--- src/verilog/wakeup_timer_pkg.sv ---
// constants for the wake-up timer and low-duty-cycle receive scheduler
package wakeup_timer_pkg;
    localparam logic [7:0] period_exponent_cfg_addr  = 8'h14;
    localparam logic [7:0] period_mantissa_high_addr = 8'h15;
    localparam logic [7:0] period_mantissa_low_addr  = 8'h16;
    localparam logic [7:0] count_high_addr           = 8'h17;
    localparam logic [7:0] count_low_addr            = 8'h18;
    localparam logic [7:0] receive_window_addr       = 8'h19;
    localparam logic [7:0] control_addr              = 8'h1A;
    localparam logic [7:0] status_addr               = 8'h1B;
    localparam logic [7:0] status_clear_addr         = 8'h1C;
    // field positions
    localparam int exponent_lsb     = 2;
    localparam int fine_divider_lsb = 0;
    localparam int ctl_timer_enable = 0;
    localparam int ctl_irq_enable   = 1;
    localparam int ctl_crystal_sel  = 2;
    localparam int ctl_ldc_enable   = 3;
    localparam int ctl_pin_route    = 4;
    localparam int ctl_sleep_cmd    = 5;
    // reset values
    localparam logic [7:0] period_exponent_cfg_rst = 8'h00;
    localparam logic [7:0] mantissa_rst            = 8'h00;
    localparam logic [7:0] receive_window_rst      = 8'h00;
    localparam logic [7:0] control_rst             = 8'h00;
    // each period tick is four low-frequency clock edges
    localparam logic [2:0] ticks_per_unit = 3'h4;
endpackage : wakeup_timer_pkg
--- src/verilog/wakeup_timer.sv ---
// wake-up timer with low-duty-cycle receive window scheduling
//
// Strobed register access is this design's own decision.
`timescale 1ns/1ps
module wakeup_timer
(
    input  wire logic       clk,
    input  wire logic       reset_n,
    input  wire logic [7:0] reg_addr,
    input  wire logic [7:0] reg_wdata,
    input  wire logic       reg_write,
    input  wire logic       reg_read,
    output logic      [7:0] reg_rdata,
    input  wire logic       rc_osc_clk,
    input  wire logic       crystal_osc_clk,
    input  wire logic       preamble_valid,
    input  wire logic       sync_word_detected,
    output logic            interrupt_request_n,
    output logic            timer_expiry_pin,
    output logic            crystal_osc_enable,
    output logic            receiver_on,
    output logic            sleep_state,
    output logic            general_pin_zero_crystal,
    output logic            host_clock_lf_source
);
    // ------------------------------------------------------------
    // state machine and registers
    // ------------------------------------------------------------
    typedef enum logic [3:0]
    {
        st_awake  = 4'h1,
        st_sleep  = 4'h2,
        st_listen = 4'h4,
        st_extend = 4'h8
    } mode_t;

    mode_t       mode_r, mode_nxt;
    logic [7:0]  exp_cfg_r, exp_cfg_nxt;
    logic [7:0]  mant_hi_r, mant_hi_nxt;
    logic [7:0]  mant_lo_r, mant_lo_nxt;
    logic [7:0]  window_r, window_nxt;
    logic [7:0]  ctl_r, ctl_nxt;
    logic        expired_r, expired_nxt;
    logic [7:0]  rdata_r, rdata_nxt;
    logic [15:0] count_r, count_nxt;
    logic [1:0]  quarter_r, quarter_nxt;
    logic [15:0] prescale_r, prescale_nxt;
    logic [23:0] window_cnt_r, window_cnt_nxt;
    logic [2:0]  rc_sync_r, rc_sync_nxt;
    logic [2:0]  xt_sync_r, xt_sync_nxt;
    logic [2:0]  pre_sync_r, pre_sync_nxt;
    logic [2:0]  syn_sync_r, syn_sync_nxt;
    logic        lf_level_r, lf_level_nxt;
    logic        pre_level_r, pre_level_nxt;
    logic        syn_level_r, syn_level_nxt;
    logic        irq_n_r, irq_n_nxt;
    logic        pin_r, pin_nxt;
    logic        xton_r, xton_nxt;
    logic        rxon_r, rxon_nxt;
    logic        sleep_r, sleep_nxt;
    logic        gp0_r, gp0_nxt;
    logic        hclk_r, hclk_nxt;

    // filtered level: changes once second and third stage agree
    function automatic logic filt(input logic [2:0] s, input logic prev);
        filt = (s[2] == s[1]) ? s[1] : prev;
    endfunction : filt

    // scaled length: 2^exp - 1 prescale limit for one unit
    function automatic logic [15:0] unit_limit(input logic [3:0] e);
        unit_limit = 16'((32'h1 << e) - 32'h1);
    endfunction : unit_limit

    logic [3:0]  exponent;
    logic [15:0] mantissa;
    logic        lf_tick;
    logic        unit_tick;
    logic        expire;
    logic        timer_run;

    always_comb
    begin
        exponent = exp_cfg_r[wakeup_timer_pkg::exponent_lsb +: 4];
        mantissa = {mant_hi_r, mant_lo_r};
    end

    always_comb
    begin
        rc_sync_nxt  = {rc_sync_r[1:0], rc_osc_clk};
        xt_sync_nxt  = {xt_sync_r[1:0], crystal_osc_clk};
        pre_sync_nxt = {pre_sync_r[1:0], preamble_valid};
        syn_sync_nxt = {syn_sync_r[1:0], sync_word_detected};
        pre_level_nxt = filt(pre_sync_r, pre_level_r);
        syn_level_nxt = filt(syn_sync_r, syn_level_r);
        lf_level_nxt = ctl_r[wakeup_timer_pkg::ctl_crystal_sel] ? filt(xt_sync_r, lf_level_r)
                                                                : filt(rc_sync_r, lf_level_r);
        lf_tick = lf_level_nxt & ~lf_level_r;
        timer_run = ctl_r[wakeup_timer_pkg::ctl_timer_enable] & (mode_r != st_awake);
    end

    // ------------------------------------------------------------
    // timer counting
    // ------------------------------------------------------------
    always_comb
    begin
        quarter_nxt  = quarter_r;
        prescale_nxt = prescale_r;
        count_nxt    = count_r;
        unit_tick    = 1'b0;
        expire       = 1'b0;
        if (!timer_run)
        begin
            quarter_nxt  = 2'h0;
            prescale_nxt = 16'h0000;
            count_nxt    = 16'h0000;
        end
        else if (lf_tick)
        begin
            // four clocks per unit, scaled by 2^exp
            quarter_nxt = 2'(quarter_r + 2'h1);
            if (quarter_r == 2'(wakeup_timer_pkg::ticks_per_unit - 3'h1))
            begin
                if (prescale_r >= unit_limit(exponent))
                begin
                    prescale_nxt = 16'h0000;
                    unit_tick    = 1'b1;
                end
                else
                begin
                    prescale_nxt = 16'(prescale_r + 16'h0001);
                end
            end
        end
        if (timer_run && unit_tick)
        begin
            if (count_r + 17'h00001 >= {1'b0, mantissa} && mantissa != 16'h0000)
            begin
                expire    = 1'b1;
                count_nxt = 16'h0000;
            end
            else
            begin
                count_nxt = 16'(count_r + 16'h0001);
            end
        end
    end

    // ------------------------------------------------------------
    // mode control, receive window and outputs
    // ------------------------------------------------------------
    always_comb
    begin
        mode_nxt       = mode_r;
        window_cnt_nxt = window_cnt_r;
        xton_nxt       = xton_r;
        pin_nxt        = 1'b0;
        irq_n_nxt      = ~(expired_r & ctl_r[wakeup_timer_pkg::ctl_irq_enable]);
        gp0_nxt        = ctl_r[wakeup_timer_pkg::ctl_crystal_sel];
        hclk_nxt       = ctl_r[wakeup_timer_pkg::ctl_crystal_sel];
        unique case (mode_r)
            st_awake:
            begin
                if (ctl_r[wakeup_timer_pkg::ctl_sleep_cmd])
                begin
                    mode_nxt = st_sleep;
                    xton_nxt = 1'b0;
                end
            end
            st_sleep:
            begin
                if (expire)
                begin
                    pin_nxt = ctl_r[wakeup_timer_pkg::ctl_pin_route];
                    if (ctl_r[wakeup_timer_pkg::ctl_irq_enable])
                    begin
                        mode_nxt = st_awake;
                        xton_nxt = 1'b1;
                    end
                    else if (ctl_r[wakeup_timer_pkg::ctl_ldc_enable])
                    begin
                        mode_nxt       = st_listen;
                        window_cnt_nxt = 24'h000000;
                    end
                end
            end
            st_listen, st_extend:
            begin
                if (expire)
                begin
                    pin_nxt = ctl_r[wakeup_timer_pkg::ctl_pin_route];
                end
                if (mode_r == st_listen && pre_level_r && syn_level_r)
                begin
                    mode_nxt       = st_extend;
                    window_cnt_nxt = 24'h000000;
                end
                else if (unit_tick)
                begin
                    // window length in the same scaled units
                    if (window_cnt_r + 24'h000001 >= {16'h0000, window_r})
                    begin
                        mode_nxt = st_sleep;
                    end
                    window_cnt_nxt = 24'(window_cnt_r + 24'h000001);
                end
                if (!ctl_r[wakeup_timer_pkg::ctl_sleep_cmd])
                begin
                    mode_nxt = st_awake;
                end
            end
        endcase
        if (mode_r == st_sleep && !ctl_r[wakeup_timer_pkg::ctl_sleep_cmd])
        begin
            mode_nxt = st_awake;
            xton_nxt = 1'b1;
        end
        rxon_nxt  = (mode_nxt == st_listen) || (mode_nxt == st_extend);
        sleep_nxt = (mode_nxt == st_sleep);
    end

    // ------------------------------------------------------------
    // register port
    // ------------------------------------------------------------
    always_comb
    begin
        exp_cfg_nxt = exp_cfg_r;
        mant_hi_nxt = mant_hi_r;
        mant_lo_nxt = mant_lo_r;
        window_nxt  = window_r;
        ctl_nxt     = ctl_r;
        expired_nxt = expired_r;
        rdata_nxt   = 8'h00;
        if (reg_write)
        begin
            unique case (reg_addr)
                wakeup_timer_pkg::period_exponent_cfg_addr:  exp_cfg_nxt = {2'h0, reg_wdata[5:0]};
                wakeup_timer_pkg::period_mantissa_high_addr: mant_hi_nxt = reg_wdata;
                wakeup_timer_pkg::period_mantissa_low_addr:  mant_lo_nxt = reg_wdata;
                wakeup_timer_pkg::receive_window_addr:       window_nxt  = reg_wdata;
                wakeup_timer_pkg::control_addr:              ctl_nxt     = {2'h0, reg_wdata[5:0]};
                wakeup_timer_pkg::status_clear_addr:         expired_nxt = expired_r & ~reg_wdata[0];
                default: ;
            endcase
        end
        // set wins over clear
        if (expire)
        begin
            expired_nxt = 1'b1;
        end
        // an interrupt wake drops the sleep command, else the block would fall straight back asleep
        if (expire && mode_r == st_sleep && ctl_r[wakeup_timer_pkg::ctl_irq_enable])
        begin
            ctl_nxt[wakeup_timer_pkg::ctl_sleep_cmd] = 1'b0;
        end
        if (reg_read)
        begin
            unique case (reg_addr)
                wakeup_timer_pkg::period_exponent_cfg_addr:  rdata_nxt = exp_cfg_r;
                wakeup_timer_pkg::period_mantissa_high_addr: rdata_nxt = mant_hi_r;
                wakeup_timer_pkg::period_mantissa_low_addr:  rdata_nxt = mant_lo_r;
                wakeup_timer_pkg::count_high_addr:           rdata_nxt = count_r[15:8];
                wakeup_timer_pkg::count_low_addr:            rdata_nxt = count_r[7:0];
                wakeup_timer_pkg::receive_window_addr:       rdata_nxt = window_r;
                wakeup_timer_pkg::control_addr:              rdata_nxt = ctl_r;
                wakeup_timer_pkg::status_addr:               rdata_nxt = {3'h0, mode_r, expired_r};
                default:                                     rdata_nxt = 8'h00;
            endcase
        end
    end

    always_ff @(posedge clk or negedge reset_n)
    begin
        if (!reset_n)
        begin
            mode_r       <= st_awake;
            exp_cfg_r    <= wakeup_timer_pkg::period_exponent_cfg_rst;
            mant_hi_r    <= wakeup_timer_pkg::mantissa_rst;
            mant_lo_r    <= wakeup_timer_pkg::mantissa_rst;
            window_r     <= wakeup_timer_pkg::receive_window_rst;
            ctl_r        <= wakeup_timer_pkg::control_rst;
            expired_r    <= 1'b0;
            rdata_r      <= 8'h00;
            count_r      <= 16'h0000;
            quarter_r    <= 2'h0;
            prescale_r   <= 16'h0000;
            window_cnt_r <= 24'h000000;
            rc_sync_r    <= 3'h0;
            xt_sync_r    <= 3'h0;
            pre_sync_r   <= 3'h0;
            syn_sync_r   <= 3'h0;
            lf_level_r   <= 1'b0;
            pre_level_r  <= 1'b0;
            syn_level_r  <= 1'b0;
            irq_n_r      <= 1'b1;
            pin_r        <= 1'b0;
            xton_r       <= 1'b1;
            rxon_r       <= 1'b0;
            sleep_r      <= 1'b0;
            gp0_r        <= 1'b0;
            hclk_r       <= 1'b0;
        end
        else
        begin
            mode_r       <= mode_nxt;
            exp_cfg_r    <= exp_cfg_nxt;
            mant_hi_r    <= mant_hi_nxt;
            mant_lo_r    <= mant_lo_nxt;
            window_r     <= window_nxt;
            ctl_r        <= ctl_nxt;
            expired_r    <= expired_nxt;
            rdata_r      <= rdata_nxt;
            count_r      <= count_nxt;
            quarter_r    <= quarter_nxt;
            prescale_r   <= prescale_nxt;
            window_cnt_r <= window_cnt_nxt;
            rc_sync_r    <= rc_sync_nxt;
            xt_sync_r    <= xt_sync_nxt;
            pre_sync_r   <= pre_sync_nxt;
            syn_sync_r   <= syn_sync_nxt;
            lf_level_r   <= lf_level_nxt;
            pre_level_r  <= pre_level_nxt;
            syn_level_r  <= syn_level_nxt;
            irq_n_r      <= irq_n_nxt;
            pin_r        <= pin_nxt;
            xton_r       <= xton_nxt;
            rxon_r       <= rxon_nxt;
            sleep_r      <= sleep_nxt;
            gp0_r        <= gp0_nxt;
            hclk_r       <= hclk_nxt;
        end
    end

    always_comb
    begin
        reg_rdata                = rdata_r;
        interrupt_request_n      = irq_n_r;
        timer_expiry_pin         = pin_r;
        crystal_osc_enable       = xton_r;
        receiver_on              = rxon_r;
        sleep_state              = sleep_r;
        general_pin_zero_crystal = gp0_r;
        host_clock_lf_source     = hclk_r;
    end
endmodule : wakeup_timer

--- config.mk ---
export PLATFORM = sky130hd
export DESIGN_NAME = wakeup_timer
export DESIGN_NICKNAME = d
export VERILOG_FILES = /design/src/verilog/wakeup_timer_pkg.sv /design/src/verilog/wakeup_timer.sv
export SDC_FILE = /design/constraint.sdc
export NUM_CORES = 1
export LEC_CHECK = 0
export ABC_CLOCK_PERIOD_IN_PS = 5000
export BUFFER_PORTS_ARGS = -buffer_cell sky130_fd_sc_hd__buf_4
export CORE_MARGIN = 2
export CORE_UTILIZATION = 30
export CTS_CLUSTER_SIZE = 40
export DETAILED_ROUTE_END_ITERATION = 16
export GPL_TIMING_DRIVEN = 0
export PLACE_DENSITY = 0.5
export SYNTH_ARGS = -nofsm -noshare
export SYNTH_HDL_FRONTEND = slang
export SYNTH_SLANG_ARGS = --single-unit
export TNS_END_PERCENT = 1
--- constraint.sdc ---
create_clock -name clk -period 5 [get_ports clk]
set_input_delay 0.5 -clock clk [delete_from_list [all_inputs] [get_ports clk]]
set_output_delay 0.5 -clock clk [all_outputs]
set_load 0.02 [all_outputs]
==> flow_metrics.tcl, run 1 <==
set metrics [dict create \
    dieWidth_um 165 \
    reg2reg_from "count_r[2]$_DFFE_PN0P_" \
    place_area_sq_um 8460 \
    min_period_ns 4.64 \
    crit_buf_inv 2 \
    avgRoutedWirePerCell_um 17.2 \
    worstSetupEndpointType "flop" \
    post_cts_resized 0 \
    r2r_setup_slack_ns 0.36 \
    ir_drop_uv 185 \
    fin_ws_ns 0.359 \
    leakage_nw 3.99 \
    most-common-layout-cells "dfrtp_1, nand2_1, o21ai_0" \
    cp_max_fo 10 \
    power.density_nw_per_um2 308 \
    grt-ovfl-total 0 \
    h-tree-depth 4 \
    grt_max_degree 66 \
    rsz0062_at_grt "no" \
    use_met2_pct 26.4 \
    grt_pass1_vias 6232 \
    critPathRequiredTime_ns 5.29 \
    grt.busiest_layer "met2" \
    drtIter0Drc 419 \
    final_cell_count_no_fill 1244 \
    avgSynthCellArea_sq_um 9.16 \
    cts_buffers 17 \
    reg2reg_depth 18 \
    final_area_sq_um 9040 \
    synth_top_area_share_pct 40.4 \
    synthesis.nets 913 \
    num_antenna_cells 0 \
    cts_hold_buf 0 \
    clockBufferDepth 2 \
    clockRootBuffer "clkbuf_16" \
    mostFrequentLayoutCell "dfrtp_1" \
    synth-edff-count 0 \
    synthFlopType "dfrtp_1" \
    hp-class "in -> async" \
    synth_cell_types 73 \
    pre_cts_ws_ns 0.269 \
    use_met3_pct 2.86 \
    finalMaxSlewViolations 0 \
    cp.depth 18 \
    row_count 58 \
    area_growth_pct 16.9 \
    seq_area_frac_synth_pct 41.5 \
    die_h_um 165 \
    max_freq_ghz 0.215 \
    vias 6421 \
    core_area_sq_um 25300 \
    ys_ff_latch 128 \
    grt_pass1_wl_mm 34.8 \
    rr_endpoint "window_cnt_r[9]$_DFFE_PN0P_" \
    yosysWarnings 0 \
    pin_count 39 \
    fin_worst_skew_ns 0.0109 \
    cp_slowest_cell "a41oi_1" \
    drt_first_pass_iters 5 \
    grt_use_total_pct 16.6 \
    critPathKind "reg -> reg" \
    port_buffers 37 \
    syn_inst 844 \
    place.gp.congestion 0.834 \
    dpl.cell_count 1212 \
    cp_top_family "simple AND/OR/NAND/NOR gates" \
    syn_area_sq_um 7730 \
    relSlewSlack_pct 28.9 \
    finalSetupTns_ns 0 \
    drive_gt1_share_pct 14.0 \
    whs_ns 0.0585 \
    outcome "finished clean" \
    cts_tree "built" \
    critical_path.startpoint "count_r[2]$_DFFE_PN0P_" \
    ant_nets 0 \
    slowest_delay_ns 0.63 \
    setup_viol 0 \
    async_flop_share_pct 100 \
    clock_latency_ns 0.43 \
    worstMarginPinSlew_ns 1.06 \
    cap_violations 0 \
    path_clk_slew_ns 0.07 \
    start_util_pct 30.6 \
    fin_total_pwr_mw 2.79 \
    start_kind "flop" \
    path_cells "buf_2 -> nand4_1 -> nor2_1 -> and3_1 -> and3_1 -> and3_1 -> nand3_1 -> xnor2_1 -> ha_1 -> nand2_1 -> nor4_1 -> o31ai_1 -> a41oi_1 -> and3_1 -> o22ai_1 -> clkbuf_1 -> o21ai_0 -> o31ai_1" \
    crit_top_cell "and3_1" \
    synth_area_leaders "dfrtp_1, ha_1, o21ai_0, nand2_1, nor2_1" \
    postRouteWirelength_mm 21.4 \
    fillers 2616 \
    clock-sinks 128 \
    fin_util_pct 35.8 \
    yosys.area.top_type "dfrtp_1" \
    antenna_found_initial 0 \
    drc 0 \
    vias_per_cell 5.16 \
    use_met1_pct 23.3 \
    period_share_pct 92.8 \
    cts_setup_buffers 0 \
    hold_violations 0 \
    die_area_sq_um 27100 \
    hpwl_mm 15.6 \
    arrival_ns 4.93 \
    final_nets 970 \
]
## flip-flops by register name, summed over array words and instances, names as in the netlist, 2 cells and up
register,flops
window_cnt_r,24
count_r,16
prescale_r,16
mant_hi_r,8
mant_lo_r,8
reg_rdata,8
window_r,8
ctl_r,6
exp_cfg_r,6
mode_r,4
pre_sync_r,3
rc_sync_r,3
syn_sync_r,3
xt_sync_r,3
quarter_r,2
## worst register-to-register path, delay by kind of cell, from the launching register on
| family | cells | cell delay (ns) |
|---|---|---|
| buffers and inverters | 2 | 0.48 |
| adder cells (fa/ha/maj) | 1 | 0.29 |
| flip-flops | 1 | 0.32 |
| AND/OR/NAND/NOR | 9 | 2.04 |
| AO/OA/AOI/OAI | 5 | 1.20 |
| XOR/XNOR | 1 | 0.18 |
## cell type report
type	count	area (sq um)	share of cell area, %
inverters	38	143	1.58
repair buffers	38	309	3.42
clock inverters	14	141	1.56
well taps	330	413	4.56
plain buffers	45	193	2.13
flip-flops and latches	128	3210	35.5
multi-input cells	633	4200	46.4
clock buffers	18	439	4.86
## Yosys cell counts (12+ instances only)
master / instances
dfrtp_1: 125
nand2_1: 98
o21ai_0: 96
nor2_1: 64
ha_1: 45
inv_1: 36
clkbuf_1: 35
nand3_1: 34
a21oi_1: 33
nand4_1: 19
and3_1: 18
xnor2_1: 18
xor2_1: 18
o31ai_1: 16
mux2_2: 14
a22o_1: 12
## report_power, final
group | total, mW | internal, mW | switching [mW]
Combinational | 0.399 | 0.152 | 0.247
Sequential | 1.14 | 1.09 | 0.0493
Clock | 1.25 | 0.744 | 0.502
Total | 2.79 | 1.99 | 0.798
## worst max path at each step
stage | slack, ns | to
CTS | 0.27 | sleep_state$_DFF_PN0_
finish | 0.36 | window_cnt_r[9]$_DFFE_PN0P_
detailed placement | 0.27 | sleep_state$_DFF_PN0_
floorplan | 1.12 | window_cnt_r[3]$_DFFE_PN0P_
global placement | 0.26 | window_cnt_r[7]$_DFFE_PN0P_
global route | 0.05 | window_cnt_r[5]$_DFFE_PN0P_
## metal layers
layer  wire length (um)  part of all wire (%)  vias up
met5                  0                     0        -
met4                286                   1.3        0
met3                784                   3.7       21
met2              10100                    47      107
met1              10300                    48     3110
li1                   -                     -     3183
## kinds of logic (layout without fill, tap and decap cells)
family / count (synthesis) / after routing / synth area share (%)
AOI/OAI and AO/OA: 216 / 216 / 18.0
adders and majority gates: 48 / 48 / 7.67
DFF: 128 / 128 / 41.5
buffers and inverters: 83 / 153 / 4.32
muxes: 23 / 23 / 4.01
other: 1 / 1 / 0.0485
xor gates and xnor gates: 36 / 36 / 4.08
and+or+nand+nor: 309 / 309 / 20.4
Note: power is estimated with default switching activity, not from simulation.
==> run 2: changes to the inputs <==
--- a/config.mk
+++ b/config.mk
@@ -13,6 +13,7 @@
 export DETAILED_ROUTE_END_ITERATION = 16
 export GPL_TIMING_DRIVEN = 0
 export PLACE_DENSITY = 0.5
+export REMOVE_ABC_BUFFERS = 1
 export SYNTH_ARGS = -nofsm -noshare
 export SYNTH_HDL_FRONTEND = slang
 export SYNTH_SLANG_ARGS = --single-unit
==> run 2 against run 1 <==
Against the previous run:
- critical path depth fell by 1
- critical endpoint is now window_cnt_r[16]$_DFFE_PN0P_
- non-clock buffer count fell by 43
- critical path type unchanged
- fmax rose by 1.7%
==> flow_metrics.tcl, run 2 (synthesis gave the netlist of run 1 again) <==
set metrics [dict create \
    finalMaxSlewViolations 0 \
    core_area_sq_um 25300 \
    fin_util_pct 35.4 \
    worstSetupEndpointType "flop" \
    final_cell_count_no_fill 1201 \
    clock_latency_ns 0.43 \
    cts_buffers 17 \
    hold_violations 0 \
    vias_per_cell 5.25 \
    post_cts_resized 0 \
    whs_ns 0.0512 \
    cap_violations 0 \
    final_nets 927 \
    grt_use_total_pct 16.1 \
    cts_tree "built" \
    die_area_sq_um 27100 \
    top_register "window_cnt_r" \
    finalSetupTns_ns 0 \
    critPathKind "reg -> reg" \
    area_growth_pct 15.4 \
    top_regs "window_cnt_r (24), count_r (16), prescale_r (16)" \
    relSlewSlack_pct 32.2 \
    dpl.cell_count 1169 \
    port_buffers 38 \
    cts_setup_buffers 0 \
    num_antenna_cells 0 \
    avgRoutedWirePerCell_um 16.9 \
    row_count 58 \
    start_kind "flop" \
    mostFrequentLayoutCell "dfrtp_1" \
    grt_pass1_vias 6147 \
    max_freq_ghz 0.219 \
    arrival_ns 4.85 \
    cts_hold_buf 0 \
    pre_cts_ws_ns 0.265 \
    clockRootBuffer "clkbuf_16" \
    start_util_pct 30.6 \
    setup_viol 0 \
    grt_max_degree 68 \
    fin_worst_skew_ns 0.0111 \
    pin_count 39 \
    drtIter0Drc 384 \
    vias 6300 \
    path_clk_slew_ns 0.07 \
    ir_drop_uv 233 \
    fin_ws_ns 0.435 \
    place.gp.congestion 0.804 \
    power.density_nw_per_um2 320 \
    min_period_ns 4.56 \
    postRouteWirelength_mm 20.3 \
    hp-class "in -> async" \
    clock-sinks 128 \
    clockBufferDepth 2 \
    grt-ovfl-total 0 \
    antenna_found_initial 0 \
    outcome "finished clean" \
    dieWidth_um 165 \
    most-common-layout-cells "dfrtp_1, nand2_1, o21ai_0" \
    hpwl_mm 14.7 \
    critPathRequiredTime_ns 5.29 \
    drt_first_pass_iters 5 \
    drc 0 \
    period_share_pct 91.3 \
    cp_max_fo 20 \
    h-tree-depth 4 \
    worstMarginPinSlew_ns 1.01 \
    grt_pass1_wl_mm 34.1 \
    largest_reg_flops 24 \
    leakage_nw 3.93 \
    die_h_um 165 \
    rsz0062_at_grt "no" \
    ant_nets 0 \
    drive_gt1_share_pct 14.1 \
]
run 2: cell count changes in the layout (fill, tap and decap cells not counted), sizes merged:
| cell | change |
|---|---|
| inv | +4 |
| buf | -8 |
| clkbuf | -35 |
| clkinvlp | -1 |
| bufinv | +1 |
| clkinv | -4 |
run 2: metrics by stage:
| step | power [mW] | instance area, sq um |
|---|---|---|
| 2_1_floorplan | 1.39 | 7540 |
| 3_3_place_gp | 1.54 | 8240 |
| 3_5_place_dp | 1.55 | 8290 |
| 4_1_cts | 2.89 | 8910 |
| 5_1_grt | 2.99 | 8930 |
| 6_report | 2.85 | 8930 |
run 2: layout make-up:
type                    instances  area (sq um)
clock buffers                  18           439
clock inverters                14           179
fillers                      2617         16300
inverters                      38           143
multi-input cells             633          4220
flip-flops and latches        128          3210
well taps                     330           413
repair buffers                 40           332
run 2: routing by layer:
metal / vias to the layer above / wire, um / global-route usage (%)
li1: 3098 / - / -
met1: 3057 / 9990 / 22.9
met2: 130 / 9290 / 24.8
met3: 15 / 819 / 2.91
met4: 0 / 243 / 4.74
met5: - / 0 / 0
run 2: final timing paths:
path | from | to | slack (ns) | cells past startpoint
worst max register to register | exp_cfg_r[3]$_DFFE_PN0P_ | window_cnt_r[16]$_DFFE_PN0P_ | 0.44 | 17
worst min-delay path | reset_n | count_r[10]$_DFFE_PN0P_ | 0.05 | 1
worst min register to register | pre_sync_r[0]$_DFF_PN0_ | pre_sync_r[1]$_DFF_PN0_ | 0.35 | 0
max in group asynchronous | reset_n | window_cnt_r[3]$_DFFE_PN0P_ | 4.17 | 2
min in group clk | crystal_osc_clk | xt_sync_r[0]$_DFF_PN0_ | 0.18 | 1
worst max-delay path | exp_cfg_r[3]$_DFFE_PN0P_ | window_cnt_r[16]$_DFFE_PN0P_ | 0.44 | 17
run 2: worst max-delay path, stage by stage (launching register included):
cell     delay (ns)
dfrtp_1        0.55
or2_2          0.39
or3_1          0.35
ha_1           0.36
or2_2          0.36
o21ai_0        0.15
a31oi_1        0.11
ha_1           0.31
nand2_1        0.06
nor2_1         0.08
a41oi_1        0.16
o21ai_2        0.28
and2_2         0.29
and3_1         0.24
o22ai_2        0.20
buf_8          0.25
o21ai_0        0.17
o41ai_1        0.10
run 2: power by group:
part	switching, mW	total (mW)	internal, mW
clock	0.520	1.33	0.806
sequential	0.0621	1.15	1.09
combinational	0.225	0.374	0.150
